`src/core/posc_pkg.sv`:
```
// Purpose: constants for the operating state controller
// Assumes: 16-bit management registers, 40 MHz core clock
// Notes: addresses are management register indices
package posc_pkg;
   localparam int unsigned CLK_HZ = 40_000_000;
   localparam logic [15:0] ADDR_RESET_CTRL = 16'h001f;
   localparam logic [15:0] ADDR_PWR_MODE = 16'h018b;
   localparam logic [15:0] ADDR_STATE_CMD = 16'h018c;
   localparam logic [15:0] ADDR_SLEEP_A = 16'h042f;
   localparam logic [15:0] ADDR_SLEEP_B = 16'h041e;
   localparam logic [15:0] SLEEP_A_VAL = 16'h0007;
   localparam logic [15:0] SLEEP_B_VAL = 16'h0100;
   localparam logic [15:0] CMD_TO_NORMAL = 16'h0001;
   localparam logic [15:0] CMD_TO_STANDBY = 16'h0010;
   localparam int unsigned BIT_HW_RESET = 15;
   localparam int unsigned BIT_AUTONOMOUS = 6;
   localparam int unsigned BIT_SLEEP_EN = 7;
   localparam int unsigned BIT_REMOTE_SLEEP = 8;
   localparam logic [15:0] PWR_MODE_RST = 16'h0000;
   localparam logic [15:0] STATE_CMD_RST = 16'h0000;
   // wake sequence minimum, in microseconds
   localparam int unsigned WAKE_SEQ_US = 1250;
   localparam int unsigned WAKE_SEQ_CYC = (WAKE_SEQ_US * (CLK_HZ / 1_000_000));
   // reset pulse length held internally after a register reset
   localparam int unsigned RST_HOLD_CYC = 4;
   typedef enum logic [2:0] {
      ST_POWER_DOWN,
      ST_RESET,
      ST_STANDBY,
      ST_NORMAL,
      ST_SLEEP
   } posc_state_e;
endpackage

```
`src/core/posc_wake_timer.sv`:
```
// Purpose: qualifies a remote wake pattern held long enough
// Assumes: pattern detect level synchronous to the core clock
// Notes: count restarts whenever the pattern drops
`timescale 1ns/10ps
module posc_wake_timer
   import posc_pkg::*;
#(
   parameter int unsigned CYCLES = WAKE_SEQ_CYC
) (
   input wire logic i_core_clk,
   input wire logic i_rst_n,
   input wire logic i_pattern,
   output logic o_qualified
);
   localparam int unsigned W = $clog2(CYCLES + 1);
   logic [W-1:0] cnt_q;
   logic [W-1:0] cnt_d;
   logic qual_q;
   logic qual_d;

   if (CYCLES < 1) begin : g_bad_cycles
      $error("wake timer needs at least one cycle");
   end

   always_comb begin
      cnt_d = cnt_q;
      qual_d = 1'b0;
      if (!i_pattern) begin
         cnt_d = '0;
      end else if (cnt_q == W'(CYCLES)) begin
         qual_d = 1'b1;
      end else begin
         cnt_d = cnt_q + W'(1);
      end
   end

   always_ff @(posedge i_core_clk) begin
      if (!i_rst_n) begin
         cnt_q <= '0;
         qual_q <= 1'b0;
      end else begin
         cnt_q <= cnt_d;
         qual_q <= qual_d;
      end
   end

   assign o_qualified = qual_q;
endmodule // posc_wake_timer

```
`src/core/posc_ctrl.sv`:
```
// Purpose: operating state controller for a single-pair ethernet transceiver
// Assumes: management writes arrive as one-cycle strobes with index and data
// Notes: strap pins are sampled after pin reset release only
//
// Behaviour
// straps re-latch on pin reset only
// managed strap enters standby after reset
// standby keeps pcs and pma disabled
// standby keeps management access and registers
// autonomous strap goes normal by itself
// command 0x001 moves standby to normal
// power mode bit 6 selects autonomous
// command 0x0010 returns normal to standby
// sleep: only energy detect, no management
// registers return to defaults after sleep
// host master local sleep write sequence
// host slave clears bit 8 first
// master remote sleep on energy loss
// slave remote sleep when master quiet
// sleep completes only via supply inhibit
// wake pin high exits sleep
// partner sends send-s 1.25ms minimum
// partner sends send-t 1.25ms minimum
// partner held managed keeps slave asleep
// same-type partner send-t register steps
// any compliant master wakes slave
// reset bit 15 restarts all registers
// one state; undefined commands ignored
`timescale 1ns/10ps
module posc_ctrl
   import posc_pkg::*;
#(
   parameter int unsigned WAKE_CYC = WAKE_SEQ_CYC
) (
   input wire logic i_core_clk,
   input wire logic i_rst_n,
   input wire logic i_por_done,
   input wire logic i_strap_autonomous,
   input wire logic i_strap_master,
   input wire logic i_mgmt_wr,
   input wire logic i_mgmt_rd,
   input wire logic [15:0] i_mgmt_addr,
   input wire logic [15:0] i_mgmt_wdata,
   input wire logic i_wake,
   input wire logic i_energy_detect,
   input wire logic i_link_up,
   input wire logic i_wake_pattern,
   input wire logic i_supply_on,
   output logic [15:0] o_mgmt_rdata,
   output logic o_mgmt_rvalid,
   output logic o_pcs_pma_en,
   output logic o_mgmt_active,
   output logic o_supply_inhibit_out,
   output logic o_regs_reset,
   output logic [2:0] o_state
);
   posc_state_e state_q, state_d;
   logic [15:0] pwr_q, pwr_d;
   logic [15:0] cmd_q, cmd_d;
   logic seq_a_q, seq_a_d, seq_b_q, seq_b_d;
   logic strap_auto_q, strap_auto_d, strap_mst_q, strap_mst_d;
   logic latch_q, latch_d;
   logic [2:0] hold_q, hold_d;
   logic inh_q, inh_d;
   logic pcs_q, pcs_d, mgmt_q, mgmt_d, clr_q, clr_d;
   logic [15:0] rdata_q, rdata_d;
   logic rvalid_q, rvalid_d;
   logic wake_ok;
   logic acc;
   logic autonomous;
   logic sleep_armed;

   if (WAKE_CYC < 1) begin : g_bad_wake_cyc
      $error("wake qualify count must be positive");
   end

   posc_wake_timer #(.CYCLES(WAKE_CYC)) u_wake (
      .i_core_clk(i_core_clk),
      .i_rst_n(i_rst_n),
      .i_pattern(i_wake_pattern),
      .o_qualified(wake_ok)
   );

   // management is only served in standby and normal
   assign acc = (state_q == ST_STANDBY) || (state_q == ST_NORMAL);
   assign autonomous = strap_auto_q | pwr_q[BIT_AUTONOMOUS];
   assign sleep_armed = pwr_q[BIT_SLEEP_EN] & seq_a_q & seq_b_q;

   always_comb begin
      state_d = state_q;
      pwr_d = pwr_q;
      cmd_d = cmd_q;
      seq_a_d = seq_a_q;
      seq_b_d = seq_b_q;
      strap_auto_d = strap_auto_q;
      strap_mst_d = strap_mst_q;
      latch_d = 1'b0;
      hold_d = hold_q;
      inh_d = 1'b0;
      rdata_d = rdata_q;
      rvalid_d = 1'b0;
      case (state_q)
         ST_POWER_DOWN: begin
            if (i_por_done) begin
               state_d = ST_RESET;
               latch_d = 1'b1;
            end
         end
         ST_RESET: begin
            // straps only caught when entered from pin reset
            if (latch_q) begin
               strap_auto_d = i_strap_autonomous;
               strap_mst_d = i_strap_master;
            end
            pwr_d = PWR_MODE_RST;
            cmd_d = STATE_CMD_RST;
            seq_a_d = 1'b0;
            seq_b_d = 1'b0;
            if (hold_q != 3'h0) begin
               hold_d = hold_q - 3'h1;
            end else if (strap_auto_d) begin
               // decide on the strap caught this cycle, not the stale latch
               state_d = ST_NORMAL;
            end else begin
               state_d = ST_STANDBY;
            end
         end
         ST_STANDBY, ST_NORMAL: begin
            if (i_mgmt_rd) begin
               rvalid_d = 1'b1;
               rdata_d = (i_mgmt_addr == ADDR_PWR_MODE) ? pwr_q :
                  (i_mgmt_addr == ADDR_STATE_CMD) ? cmd_q : 16'h0000;
            end
            if (i_mgmt_wr) begin
               if (i_mgmt_addr == ADDR_PWR_MODE) begin
                  pwr_d = i_mgmt_wdata;
               end
               if (i_mgmt_addr == ADDR_SLEEP_A) begin
                  seq_a_d = (i_mgmt_wdata == SLEEP_A_VAL);
               end
               if (i_mgmt_addr == ADDR_SLEEP_B) begin
                  seq_b_d = (i_mgmt_wdata == SLEEP_B_VAL);
               end
               if (i_mgmt_addr == ADDR_STATE_CMD) begin
                  cmd_d = i_mgmt_wdata;
                  // other codes or wrong-state codes are ignored
                  if (state_q == ST_STANDBY && i_mgmt_wdata == CMD_TO_NORMAL) begin
                     state_d = ST_NORMAL;
                  end else if (state_q == ST_NORMAL && i_mgmt_wdata == CMD_TO_STANDBY) begin
                     state_d = ST_STANDBY;
                  end
               end
               if (i_mgmt_addr == ADDR_RESET_CTRL && i_mgmt_wdata[BIT_HW_RESET]) begin
                  state_d = ST_RESET;
                  hold_d = 3'(RST_HOLD_CYC);
               end
            end
            if (state_q == ST_STANDBY && autonomous && state_d == ST_STANDBY) begin
               state_d = ST_NORMAL;
            end
            if (state_q == ST_NORMAL && !i_wake && pwr_q[BIT_SLEEP_EN]) begin
               // local needs the two sleep writes, remote needs quiet line
               if (sleep_armed && !i_link_up) begin
                  inh_d = 1'b1;
               end else if (!i_energy_detect &&
                  (strap_mst_q ? pwr_q[BIT_REMOTE_SLEEP] : 1'b1)) begin
                  inh_d = 1'b1;
               end
            end
            if (inh_q) begin
               inh_d = 1'b1;
               // only treated as asleep once supplies really drop
               if (!i_supply_on) begin
                  state_d = ST_SLEEP;
               end
            end
         end
         ST_SLEEP: begin
            inh_d = 1'b1;
            if (i_wake || wake_ok) begin
               inh_d = 1'b0;
               state_d = ST_RESET;
               hold_d = 3'(RST_HOLD_CYC);
            end
         end
         default: begin
            state_d = ST_POWER_DOWN;
         end
      endcase
      pcs_d = (state_d == ST_NORMAL);
      mgmt_d = (state_d == ST_STANDBY) || (state_d == ST_NORMAL);
      clr_d = (state_d == ST_RESET);
   end

   always_ff @(posedge i_core_clk) begin
      if (!i_rst_n) begin
         state_q <= ST_POWER_DOWN;
         pwr_q <= PWR_MODE_RST;
         cmd_q <= STATE_CMD_RST;
         seq_a_q <= 1'b0;
         seq_b_q <= 1'b0;
         latch_q <= 1'b0;
         hold_q <= 3'h0;
         inh_q <= 1'b0;
         pcs_q <= 1'b0;
         mgmt_q <= 1'b0;
         clr_q <= 1'b1;
         rdata_q <= 16'h0000;
         rvalid_q <= 1'b0;
      end else begin
         state_q <= state_d;
         pwr_q <= pwr_d;
         cmd_q <= cmd_d;
         seq_a_q <= seq_a_d;
         seq_b_q <= seq_b_d;
         latch_q <= latch_d;
         hold_q <= hold_d;
         inh_q <= inh_d;
         pcs_q <= pcs_d;
         mgmt_q <= mgmt_d;
         clr_q <= clr_d;
         rdata_q <= rdata_d;
         rvalid_q <= rvalid_d;
      end
   end

   // straps survive register reset, so they sit outside the reset branch
   always_ff @(posedge i_core_clk) begin
      strap_auto_q <= strap_auto_d;
      strap_mst_q <= strap_mst_d;
   end

   assign o_mgmt_rdata = rdata_q;
   assign o_mgmt_rvalid = rvalid_q;
   assign o_pcs_pma_en = pcs_q;
   assign o_mgmt_active = mgmt_q;
   assign o_supply_inhibit_out = inh_q;
   assign o_regs_reset = clr_q;
   assign o_state = state_q;

   a_standby_no_pcs: assert property (@(posedge i_core_clk) disable iff (!i_rst_n)
      (state_q == ST_STANDBY) |-> !pcs_q)
      else $error("pcs enabled in standby");
   a_sleep_no_mgmt: assert property (@(posedge i_core_clk) disable iff (!i_rst_n)
      (state_q == ST_SLEEP) |-> !mgmt_q && !pcs_q)
      else $error("management active in sleep");
   a_cmd_to_normal: assert property (@(posedge i_core_clk) disable iff (!i_rst_n)
      (state_q == ST_STANDBY && i_mgmt_wr && i_mgmt_addr == ADDR_STATE_CMD && i_mgmt_wdata == CMD_TO_NORMAL)
      |=> state_q == ST_NORMAL && pcs_q)
      else $error("standby did not leave on command");
   a_cmd_to_standby: assert property (@(posedge i_core_clk) disable iff (!i_rst_n)
      (state_q == ST_NORMAL && i_mgmt_wr && i_mgmt_addr == ADDR_STATE_CMD && i_mgmt_wdata == CMD_TO_STANDBY
      && !inh_q && !autonomous) |=> state_q == ST_STANDBY)
      else $error("normal did not return to standby");
   a_sleep_needs_inh: assert property (@(posedge i_core_clk) disable iff (!i_rst_n)
      (state_q != ST_SLEEP) ##1 (state_q == ST_SLEEP) |-> $past(inh_q) && !$past(i_supply_on))
      else $error("sleep without supply cut");
   a_wake_exits: assert property (@(posedge i_core_clk) disable iff (!i_rst_n)
      (state_q == ST_SLEEP && i_wake) |=> state_q == ST_RESET && !inh_q)
      else $error("wake pin ignored");
   a_reset_defaults: assert property (@(posedge i_core_clk) disable iff (!i_rst_n)
      (state_q == ST_RESET) |=> pwr_q == PWR_MODE_RST)
      else $error("registers kept across reset");
   a_managed_standby: assert property (@(posedge i_core_clk) disable iff (!i_rst_n)
      (state_q == ST_RESET && hold_q == 3'h0 && !(latch_q ? i_strap_autonomous : strap_auto_q))
      |=> state_q == ST_STANDBY)
      else $error("managed reset did not reach standby");
   a_auto_normal: assert property (@(posedge i_core_clk) disable iff (!i_rst_n)
      (state_q == ST_RESET && hold_q == 3'h0 && (latch_q ? i_strap_autonomous : strap_auto_q))
      |=> state_q == ST_NORMAL)
      else $error("autonomous reset did not reach normal");
   a_strap_hold: assert property (@(posedge i_core_clk) disable iff (!i_rst_n)
      (state_q == ST_RESET && !latch_q) |=> $stable(strap_auto_q))
      else $error("straps changed on register reset");
endmodule // posc_ctrl

```
`config.mk`:
```
export PLATFORM = sky130hd
export DESIGN_NAME = posc_ctrl
export DESIGN_NICKNAME = d
export VERILOG_FILES = /design/src/core/posc_pkg.sv /design/src/core/posc_wake_timer.sv /design/src/core/posc_ctrl.sv
export SDC_FILE = /design/constraint.sdc
export NUM_CORES = 1
export LEC_CHECK = 0
export BUFFER_PORTS_ARGS = -buffer_cell sky130_fd_sc_hd__buf_2
export CORE_UTILIZATION = 49
export DETAILED_ROUTE_END_ITERATION = 10
export PLACE_DENSITY = 0.72
export SYNTH_ARGS = -nofsm -noshare
export SYNTH_HDL_FRONTEND = slang
export SYNTH_SLANG_ARGS = --single-unit
```
`constraint.sdc`:
```
create_clock -name i_core_clk -period 1.85 [get_ports i_core_clk]
set_input_delay 0.2775 -clock i_core_clk [delete_from_list [all_inputs] [get_ports i_core_clk]]
set_output_delay 0.2775 -clock i_core_clk [all_outputs]
set_load 0.1 [all_outputs]
```
==> flow_metrics.env, run 1 <==
export IMPL_post_route_period_util_pct=94.32
export IMPL_dieHeight_um=87.22
export IMPL_cts_sinks=81
export IMPL_routed_wirelength_um=9135
export IMPL_setup_worst_path_end_class="flop"
export IMPL_num_vias=3368
export IMPL_synth_cells=411
export IMPL_outcome="completed"
export IMPL_cts_root_buffer="clkbuf_8"
export IMPL_row_count=30
export IMPL_finalSetupViolCount=0
export IMPL_pin_count=68
export IMPL_ys_flop_type="dfxtp_1"
export IMPL_fin_tns_setup_ps=0
export IMPL_synth_edf_count=2
export IMPL_gp_congestion=0.8462
export IMPL_worstMarginPinSlew_ps=540.0
export IMPL_layout_drive_gt1_share_pct=26.40
export IMPL_clock_fmax_mhz=573.1
export IMPL_area_growth_pct=24.47
export IMPL_nets=543
export IMPL_ir_drop_mv=0.5132
export IMPL_p_per_area_mw_per_mm2=980.1
export IMPL_ys_ff_latch=81
export IMPL_cp_max_fo=15
export IMPL_ant_nets=0
export IMPL_leakagePower_uw=0.001772
export IMPL_period_minus_slack_ps=1745
export IMPL_numCtsBuffers=9
export IMPL_finalMaxSlewViolations=0
export IMPL_grt_max_degree=62
export IMPL_start_util_pct=51.52
export IMPL_synth_seq_area_share_pct=46.13
export IMPL_cts_tree="yes"
export IMPL_crit_type="reg2reg"
export IMPL_max_cap_viol_count=0
export IMPL_fillers=624
export IMPL_async_flop_share_pct=0
export IMPL_synthesis_area_sq_mm=0.003558
export IMPL_track_usage_pct=25.83
export IMPL_clk_latency_ps=350
export IMPL_min_path_type="in2reg"
export IMPL_synthesis_nets=459
export IMPL_core_area_sq_mm=0.006907
export IMPL_syn_area_per_cell_sq_um=8.658
export IMPL_critPathRequiredTime_ps=2080
export IMPL_rsz0062_at_grt="false"
export IMPL_antenna_found_initial=0
export IMPL_dieArea_sq_mm=0.007606
export IMPL_overflow=0
export IMPL_hold_violations=0
export IMPL_yosys_warnings=0
export IMPL_critical_path_arrival_ps=1980
export IMPL_viasPerCell=5.651
export IMPL_postCtsSetupRepairBufs=0
export IMPL_dpl_hpwl_um=6437
export IMPL_die_width_um=87.22
export IMPL_grt_pass1_wl_um=15100
export IMPL_skew_ps=12.24
export IMPL_htree_num_levels=3
export IMPL_grt_pass1_vias=3197
export IMPL_clkTransAtPathRegs_ps=90
export IMPL_drc=0
export IMPL_hold_slack_ps=116.7
export IMPL_startpoint_type="flop"
export IMPL_wl_per_cell_um=15.33
export IMPL_relSlewSlack_pct=63.92
export IMPL_io_buffers=67
export IMPL_diodes=0
export IMPL_initialDrtViolationCount=260
export IMPL_firstDrtPassIters=5
export IMPL_synth_distinct_cells=51
export IMPL_cts_buffer_depth=2
metal layers:
| layer | global-route usage (%) | part of all wire, % | wire length [um] |
|---|---|---|---|
| met1 | 34.07 | 45 | 4143 |
| met2 | 41.09 | 47 | 4298 |
| met3 | 5.308 | 6.1 | 556 |
| met4 | 11.18 | 1.5 | 137 |
| met5 | 0 | 0 | 0 |
cell usage in the layout, fill, tap and decap left out, types with 4 or more instances in the layout:
master / netlist / routed
nand3_1: 7 / 6
nor3_1: 8 / 7
buf_2: 5 / 67
o21ai_1: 17 / 17
o21ai_0: 26 / 26
inv_1: 9 / 9
buf_4: 0 / 23
buf_12: 0 / 6
a221oi_1: 14 / 13
xor2_1: 8 / 8
ha_1: 4 / 4
nand4_1: 23 / 23
clkbuf_8: 0 / 9
dfxtp_1: 79 / 74
or3_1: 7 / 7
nand2_1: 38 / 38
nor2b_1: 6 / 6
a21oi_1: 15 / 15
nor2_1: 57 / 57
a22oi_1: 18 / 18
worst max-delay path, stage by stage (launching register included):
cell	delay, ps
dfxtp_4	380
nor2b_1	260
buf_4	280
nand2_1	80
buf_4	200
a221oi_1	340
nor2_1	90
flip-flops by register name, summed over array words and instances, names as in the netlist, 3 cells and up:
name / flops
cmd_q: 16
hold_q: 3
o_mgmt_rdata: 16
o_state: 3
pwr_q: 16
u_wake.cnt_q: 16
worst paths after layout:
check | from | end | slack (ps) | cells past startpoint
worst max-delay path | o_state[1] | o_mgmt_rdata[6] | 110 | 6
worst min-delay path | i_strap_master | strap_mst_q | 120 | 1
worst max register to register | o_state[1] | o_mgmt_rdata[6] | 110 | 6
worst min register to register | pwr_q[3] | pwr_q[3] | 450 | 2
metrics by stage:
step / utilization, % / total power (uW) / instances / setup WS, ps / cell area (sq um)
finish: 64.13 / 4341 / 596 / 105.0 / 4429
floorplan: - / 2765 / 411 / 23.94 / 3576
global route: 64.13 / 4518 / 596 / 34.41 / 4429
global placement: 61.05 / 3108 / 580 / -56.68 / 4217
detailed placement: 61.05 / 3116 / 580 / -139.8 / 4217
CTS: 63.77 / 4357 / 596 / 45.96 / 4404
cell usage after synthesis (all sizes together), types with 4 or more instances:
library cell / n / area share, %
clkbuf: 16 / 1.7
dfxtp: 79 / 44
inv: 9 / 0.95
nand2: 38 / 4.0
buf: 7 / 1.3
xor2: 8 / 2.0
or3: 7 / 1.2
nor4: 7 / 2.3
nand4: 25 / 4.7
ha: 4 / 1.4
nor2: 57 / 6.0
nor3: 10 / 1.7
a21oi: 15 / 2.1
nand3: 7 / 0.98
o21ai: 43 / 6.0
nor2b: 6 / 1.1
a22oi: 18 / 3.8
a221oi: 14 / 3.4
layout make-up:
cell class	instances	area (sq um)	share of cell area [%]
tap	96	120.1	2.712
inverter	11	41.29	0.9322
timing repair buffer	96	628.1	14.18
multi-input combinational	296	1797	40.56
clock buffer	11	131.4	2.966
clock inverter	5	56.30	1.271
sequential	81	1655	37.37
power breakdown:
part / internal (uW) / switching [uW]
Clock: 623 / 630
Sequential: 1840 / 56.1
Combinational: 315 / 876
Total: 2780 / 1560
kinds of logic (layout without fill, tap and decap cells):
group | count (synthesis) | in the layout | synth area share, %
fa+ha+maj | 4 | 4 | 1.407
flops | 81 | 81 | 46.13
compound gates | 105 | 105 | 19.09
mux | 1 | 1 | 0.2813
xor+xnor | 9 | 9 | 2.215
simple gates | 177 | 177 | 26.69
buf+inv | 34 | 123 | 4.184
what timing repair did:
| item | in CTS | in global routing |
|---|---|---|
| resized for setup | 0 | 6 |
| hold buffers | 0 | 0 |
| setup endpoints to repair | 0 | 5 |
Note: power is estimated with default switching activity, not from simulation.
==> inputs of run 2 (changes only) <==
CORE_ASPECT_RATIO = 0.7   (was not set)
==> run 2 against run 1 <==
Effect of this change:
- worst hold slack got worse by 24 ps
- clock skew decreased by 2.0 ps
- critical endpoint is now u_wake.cnt_q[14]
- sequential power about the same
- combinational power about the same
- register-to-register slack improved by 40 ps
- largest power group unchanged
- largest cell class unchanged
- sequential cell count unchanged
- critical path depth is 1 higher
- power grew 4.9%
==> flow_metrics.env, run 2 (same netlist as run 1, synthesis figures left out) <==
export IMPL_hold_buffers=0
export IMPL_skew_ps=10.21
export IMPL_dieHeight_um=73.30
export IMPL_numCtsBuffers=9
export IMPL_dieArea_sq_mm=0.007613
export IMPL_min_path_type="in2reg"
export IMPL_start_util_pct=51.71
export IMPL_dp_cells=582
export IMPL_cts_buffer_depth=2
export IMPL_p_per_area_mw_per_mm2=1017
export IMPL_crit_type="reg2reg"
export IMPL_cts_root_buffer="clkbuf_8"
export IMPL_hold_violations=0
export IMPL_dpl_hpwl_um=6837
export IMPL_dp_slack_ps=-184.3
export IMPL_period_minus_slack_ps=1710
export IMPL_routed_wirelength_um=9634
export IMPL_ir_drop_mv=0.6063
export IMPL_cp_max_fo=4
export IMPL_ant_nets=0
export IMPL_grt_max_degree=62
export IMPL_setup_worst_path_end_class="flop"
export IMPL_die_width_um=103.9
export IMPL_antenna_found_initial=0
export IMPL_cts_sinks=81
export IMPL_row_count=25
export IMPL_rsz0062_at_grt="false"
export IMPL_cts_resized_gates=0
export IMPL_critical_path_arrival_ps=1940
export IMPL_gp_congestion=0.8832
export IMPL_worstMarginPinSlew_ps=599.7
export IMPL_fillers=583
export IMPL_pin_count=68
export IMPL_viasPerCell=5.831
export IMPL_layout_drive_gt1_share_pct=26.59
export IMPL_relSlewSlack_pct=59.92
export IMPL_htree_num_levels=3
export IMPL_clkTransAtPathRegs_ps=90
export IMPL_clk_latency_ps=360
export IMPL_post_route_period_util_pct=92.41
export IMPL_initialDrtViolationCount=262
export IMPL_diodes=0
export IMPL_outcome="completed"
export IMPL_firstDrtPassIters=5
export IMPL_grt_pass1_vias=3213
export IMPL_wl_per_cell_um=16.11
export IMPL_fin_cells=598
export IMPL_num_vias=3487
export IMPL_max_cap_viol_count=0
export IMPL_leakagePower_uw=0.001798
export IMPL_track_usage_pct=26.24
export IMPL_finalMaxSlewViolations=0
export IMPL_setup_slack_ps=140.5
export IMPL_cts_tree="yes"
export IMPL_drc=0
export IMPL_finalSetupViolCount=0
export IMPL_grt_pass1_wl_um=15660
export IMPL_startpoint_type="flop"
export IMPL_postCtsSetupRepairBufs=0
export IMPL_nets=547
export IMPL_final_common_cell="dfxtp_1"
export IMPL_overflow=0
export IMPL_final_cell_mix="76 x dfxtp_1, 67 x buf_2, 57 x nor2_1, 38 x nand2_1, 27 x buf_4"
export IMPL_clock_fmax_mhz=585.0
export IMPL_io_buffers=67
export IMPL_area_growth_pct=25.84
export IMPL_critPathRequiredTime_ps=2080
export IMPL_core_area_sq_mm=0.006882
## run 2: per-stage QoR
step	cell area [sq um]	hold slack [ps]	TNS (ps)	total power, uW	util (%)
floorplan	3576	376.4	0	2765	-
global placement	4244	437.0	-161.8	3118	61.67
detailed placement	4244	444.0	-1585	3129	61.67
CTS	4463	79.06	0	4559	64.85
global route	4478	88.85	0	4716	65.07
finish	4478	92.83	0	4554	65.07
## run 2: final cells by class
type | count | area, sq um | share of cell area [%]
multi-input combinational | 296 | 1789 | 39.96
sequential | 81 | 1653 | 36.91
timing repair buffer | 100 | 658.1 | 14.70
clock buffer | 10 | 127.6 | 2.850
tap | 94 | 117.6 | 2.626
clock inverter | 6 | 91.34 | 2.040
inverter | 11 | 41.29 | 0.9220
## run 2: where the power goes
| part | leakage, uW | internal [uW] | switching, uW | total, uW |
|---|---|---|---|---|
| Combinational | 0.00103 | 318 | 889 | 1210 |
| Clock | 0.000107 | 769 | 679 | 1450 |
| Sequential | 0.000659 | 1840 | 59.1 | 1900 |
## run 2: per-layer routing
layer  up-vias  global-route usage (%)  share of wire [%]
met5         -                       0                  0
met4         0                   10.00                1.4
met3        19                   6.034                8.9
met2       143                   40.00                 45
met1      1653                   36.47                 45
li1       1672                       -                  -
## run 2: worst paths after layout
kind	startpoint	endpoint	slack, ps	cells past startpoint
min reg2reg	pwr_q[14]	pwr_q[14]	460	2
min	i_strap_master	strap_mst_q	90	1
max reg2reg	u_wake.cnt_q[0]	u_wake.cnt_q[14]	140	7
max	u_wake.cnt_q[0]	u_wake.cnt_q[14]	140	7
## run 2: critical path, stage by stage, from the launching register on
cell     delay (ps)
dfxtp_1         410
ha_1            220
nand2_1          90
or3_1           390
nor2_1          160
nand4_1         120
xor2_1          150
nor2_1           50
==> inputs of run 3 (changes only) <==
CORE_UTILIZATION = 50   (was 49)
SYNTH_HIERARCHICAL = 1   (was not set)
==> run 3 against run 2 <==
Effect of this change:
- critical path type is now reg2out
- sequential power about the same
- largest cell class unchanged
- clock skew up 1.4 ps
- routed wire length up 8.1%
- synthesized cell count up 10%
- clock-buffer cell count unchanged
- highest routed layer unchanged
==> flow_metrics.env, run 3 <==
export IMPL_synth_edf_count=2
export IMPL_viasPerCell=5.924
export IMPL_dieArea_sq_mm=0.008125
export IMPL_gp_congestion=0.9059
export IMPL_syn_area_per_cell_sq_um=8.568
export IMPL_track_usage_pct=26.28
export IMPL_clkTransAtPathRegs_ps=80
export IMPL_yosysMostFrequentCell="dfxtp_1"
export IMPL_num_vias=3762
export IMPL_synth_common_cells="79 x dfxtp_1, 43 x nor2_1, 37 x nand2_1"
export IMPL_reg2reg_slack_ps=160
export IMPL_cp_max_fo=26
export IMPL_ys_flop_type="dfxtp_1"
export IMPL_wl_per_cell_um=16.39
export IMPL_hold_violations=0
export IMPL_finalSetupViolCount=0
export IMPL_crit_type="reg2out"
export IMPL_final_common_cell="dfxtp_1"
export IMPL_rr_startpoint="o_state[1]"
export IMPL_leakagePower_uw=0.001781
export IMPL_grt_pass1_wl_um=16360
export IMPL_dpl_hpwl_um=7369
export IMPL_final_cell_mix="76 x dfxtp_1, 66 x buf_2, 43 x nor2_1, 37 x nand2_1"
export IMPL_min_path_cells=1
export IMPL_relSlewSlack_pct=67.70
export IMPL_synth_cells=453
export IMPL_cts_buffer_depth=2
export IMPL_rsz0062_at_grt="false"
export IMPL_ys_ff_latch=81
export IMPL_multiInputGateArea_sq_mm=0.002118
export IMPL_htree_num_levels=3
export IMPL_setup_worst_path_end_class="output port"
export IMPL_cts_sinks=81
export IMPL_initialDrtViolationCount=211
export IMPL_regArea_sq_mm=0.001653
export IMPL_drc=0
export IMPL_dieHeight_um=75.72
export IMPL_diodes=0
export IMPL_start_util_pct=52.33
export IMPL_routed_wirelength_um=10410
export IMPL_skew_ps=11.63
export IMPL_antenna_found_initial=0
export IMPL_startpoint_type="flop"
export IMPL_clk_latency_ps=370
export IMPL_synthesis_nets=501
export IMPL_area_growth_pct=20.34
export IMPL_min_to="strap_mst_q"
export IMPL_ys_top_cells_by_area="dfxtp_1 41%, mux2i_1 4.6%, nor2_1 4.2%"
export IMPL_cts_root_buffer="clkbuf_8"
export IMPL_min_from="i_strap_master"
export IMPL_r2r_end="o_pcs_pma_en"
export IMPL_place_area_sq_mm=0.004483
export IMPL_overflow=0
export IMPL_post_route_period_util_pct=94.53
export IMPL_ant_nets=0
export IMPL_firstDrtPassIters=5
export IMPL_yosys_warnings=6
export IMPL_clock_fmax_mhz=571.8
export IMPL_ir_drop_mv=0.5852
export IMPL_row_count=26
export IMPL_finalMaxSlewViolations=0
export IMPL_critical_path_arrival_ps=1470
export IMPL_grt_pass1_vias=3274
export IMPL_hold_buffers=0
export IMPL_fillers=650
export IMPL_synth_seq_area_share_pct=42.30
export IMPL_max_cap_viol_count=0
export IMPL_worstMarginPinSlew_ps=487.9
export IMPL_fin_util_pct=62.97
export IMPL_period_minus_slack_ps=1749
export IMPL_nets=580
export IMPL_r2r_cells=5
export IMPL_core_area_sq_mm=0.007417
export IMPL_synth_distinct_cells=57
export IMPL_postCtsSetupRepairBufs=0
export IMPL_die_width_um=107.3
export IMPL_grt_max_degree=38
export IMPL_hold_slack_ps=85.72
export IMPL_io_buffers=67
export IMPL_async_flop_share_pct=0
export IMPL_critPathRequiredTime_ps=1570
export IMPL_cts_tree="yes"
export IMPL_design_area_sq_mm=0.004671
export IMPL_p_per_area_mw_per_mm2=903.7
export IMPL_min_path_type="in2reg"
export IMPL_layout_drive_gt1_share_pct=24.58
export IMPL_yosysTopAreaCellShare_pct=40.75
export IMPL_numCtsBuffers=9
export IMPL_pin_count=68
export IMPL_outcome="completed"
export IMPL_synthesis_area_sq_mm=0.003881
export IMPL_synth_top_area_cell="dfxtp_1"
run 3: cell count changes in the layout (fill, tap and decap cells not counted), moves of 5 or more:
| cell | previous run | this run |
|---|---|---|
| nor2_1 | 57 | 43 |
| o21ai_1 | 18 | 3 |
| nand3_1 | 7 | 30 |
| xnor2_1 | 1 | 8 |
| a22oi_1 | 18 | 1 |
| a21oi_1 | 14 | 26 |
| xor2_1 | 8 | 2 |
| mux2i_1 | 1 | 18 |
| nand4_1 | 23 | 8 |
| buf_12 | 6 | 1 |
| nand4b_1 | 2 | 16 |
| nor3_1 | 7 | 24 |
run 3: cells by family (layout without fill, tap and decap cells):
group,count (synthesis),count (layout),synth area share (%)
and+or+nand+nor,215,215,31.50
adders and majority gates,4,4,1.290
DFF,81,81,42.30
muxes,19,19,4.932
buffers and inverters,37,121,3.643
AOI/OAI and AO/OA,87,87,14.09
xor gates and xnor gates,10,10,2.257
run 3: critical path, stage by stage, from the launching register on:
cell     delay [ps]
dfxtp_4         480
buf_4           280
buf_4           330
run 3: worst max path at each step:
| stage | from | endpoint | slack [ps] |
|---|---|---|---|
| final | o_state[2] | o_state[2] | 100 |
| after global routing | o_state[2] | o_state[2] | 30 |
| after CTS | o_state[1] | hold_q[1] | 80 |
| after detailed placement | i_mgmt_addr[9] | cmd_q[10] | -240 |
| after global placement | i_mgmt_addr[9] | hold_q[2] | -190 |
| after floorplan | i_mgmt_addr[9] | hold_q[2] | -30 |
run 3: per-layer routing:
| layer | global-route usage (%) | vias to the layer above | wire length [um] |
|---|---|---|---|
| met3 | 7.613 | 17 | 782 |
| met1 | 36.88 | 1763 | 5097 |
| met2 | 39.21 | 150 | 4390 |
| met5 | 0 | - | 0 |
| met4 | 8.067 | 0 | 140 |
| li1 | - | 1832 | - |
run 3: what timing repair did:
item                                    4_1_cts  5_1_grt
endpoints found under the setup margin        1        5
cloned                                        0        0
hold endpoints to repair                      0        0
gates resized for setup                       1        2
run 3: stage by stage:
| step | power (uW) | setup WS, ps | setup TNS [ps] | std cells |
|---|---|---|---|---|
| floorplan | 2764 | -33.44 | -37.16 | 453 |
| global placement | 3054 | -185.8 | -5148 | 619 |
| detailed placement | 3066 | -236.8 | -8103 | 619 |
| CTS | 4223 | 80.02 | 0 | 635 |
| global route | 4385 | 30.58 | 0 | 635 |
| finish | 4221 | 101.2 | 0 | 635 |
run 3: power by group:
group	leakage [uW]	internal, uW	switching (uW)
combinational	0.00103	303	815
clock	0.0000866	492	687
sequential	0.000660	1840	79.7
run 3: final cells by class:
class                           count  share of cell area [%]
Clock inverter                      6                  0.9376
Tap cell                           98                   2.625
Sequential cell                    81                   35.39
Clock buffer                       10                   2.732
Inverter                            8                  0.6429
Multi-Input combinational cell    335                   45.35
Timing Repair Buffer               97                   12.32
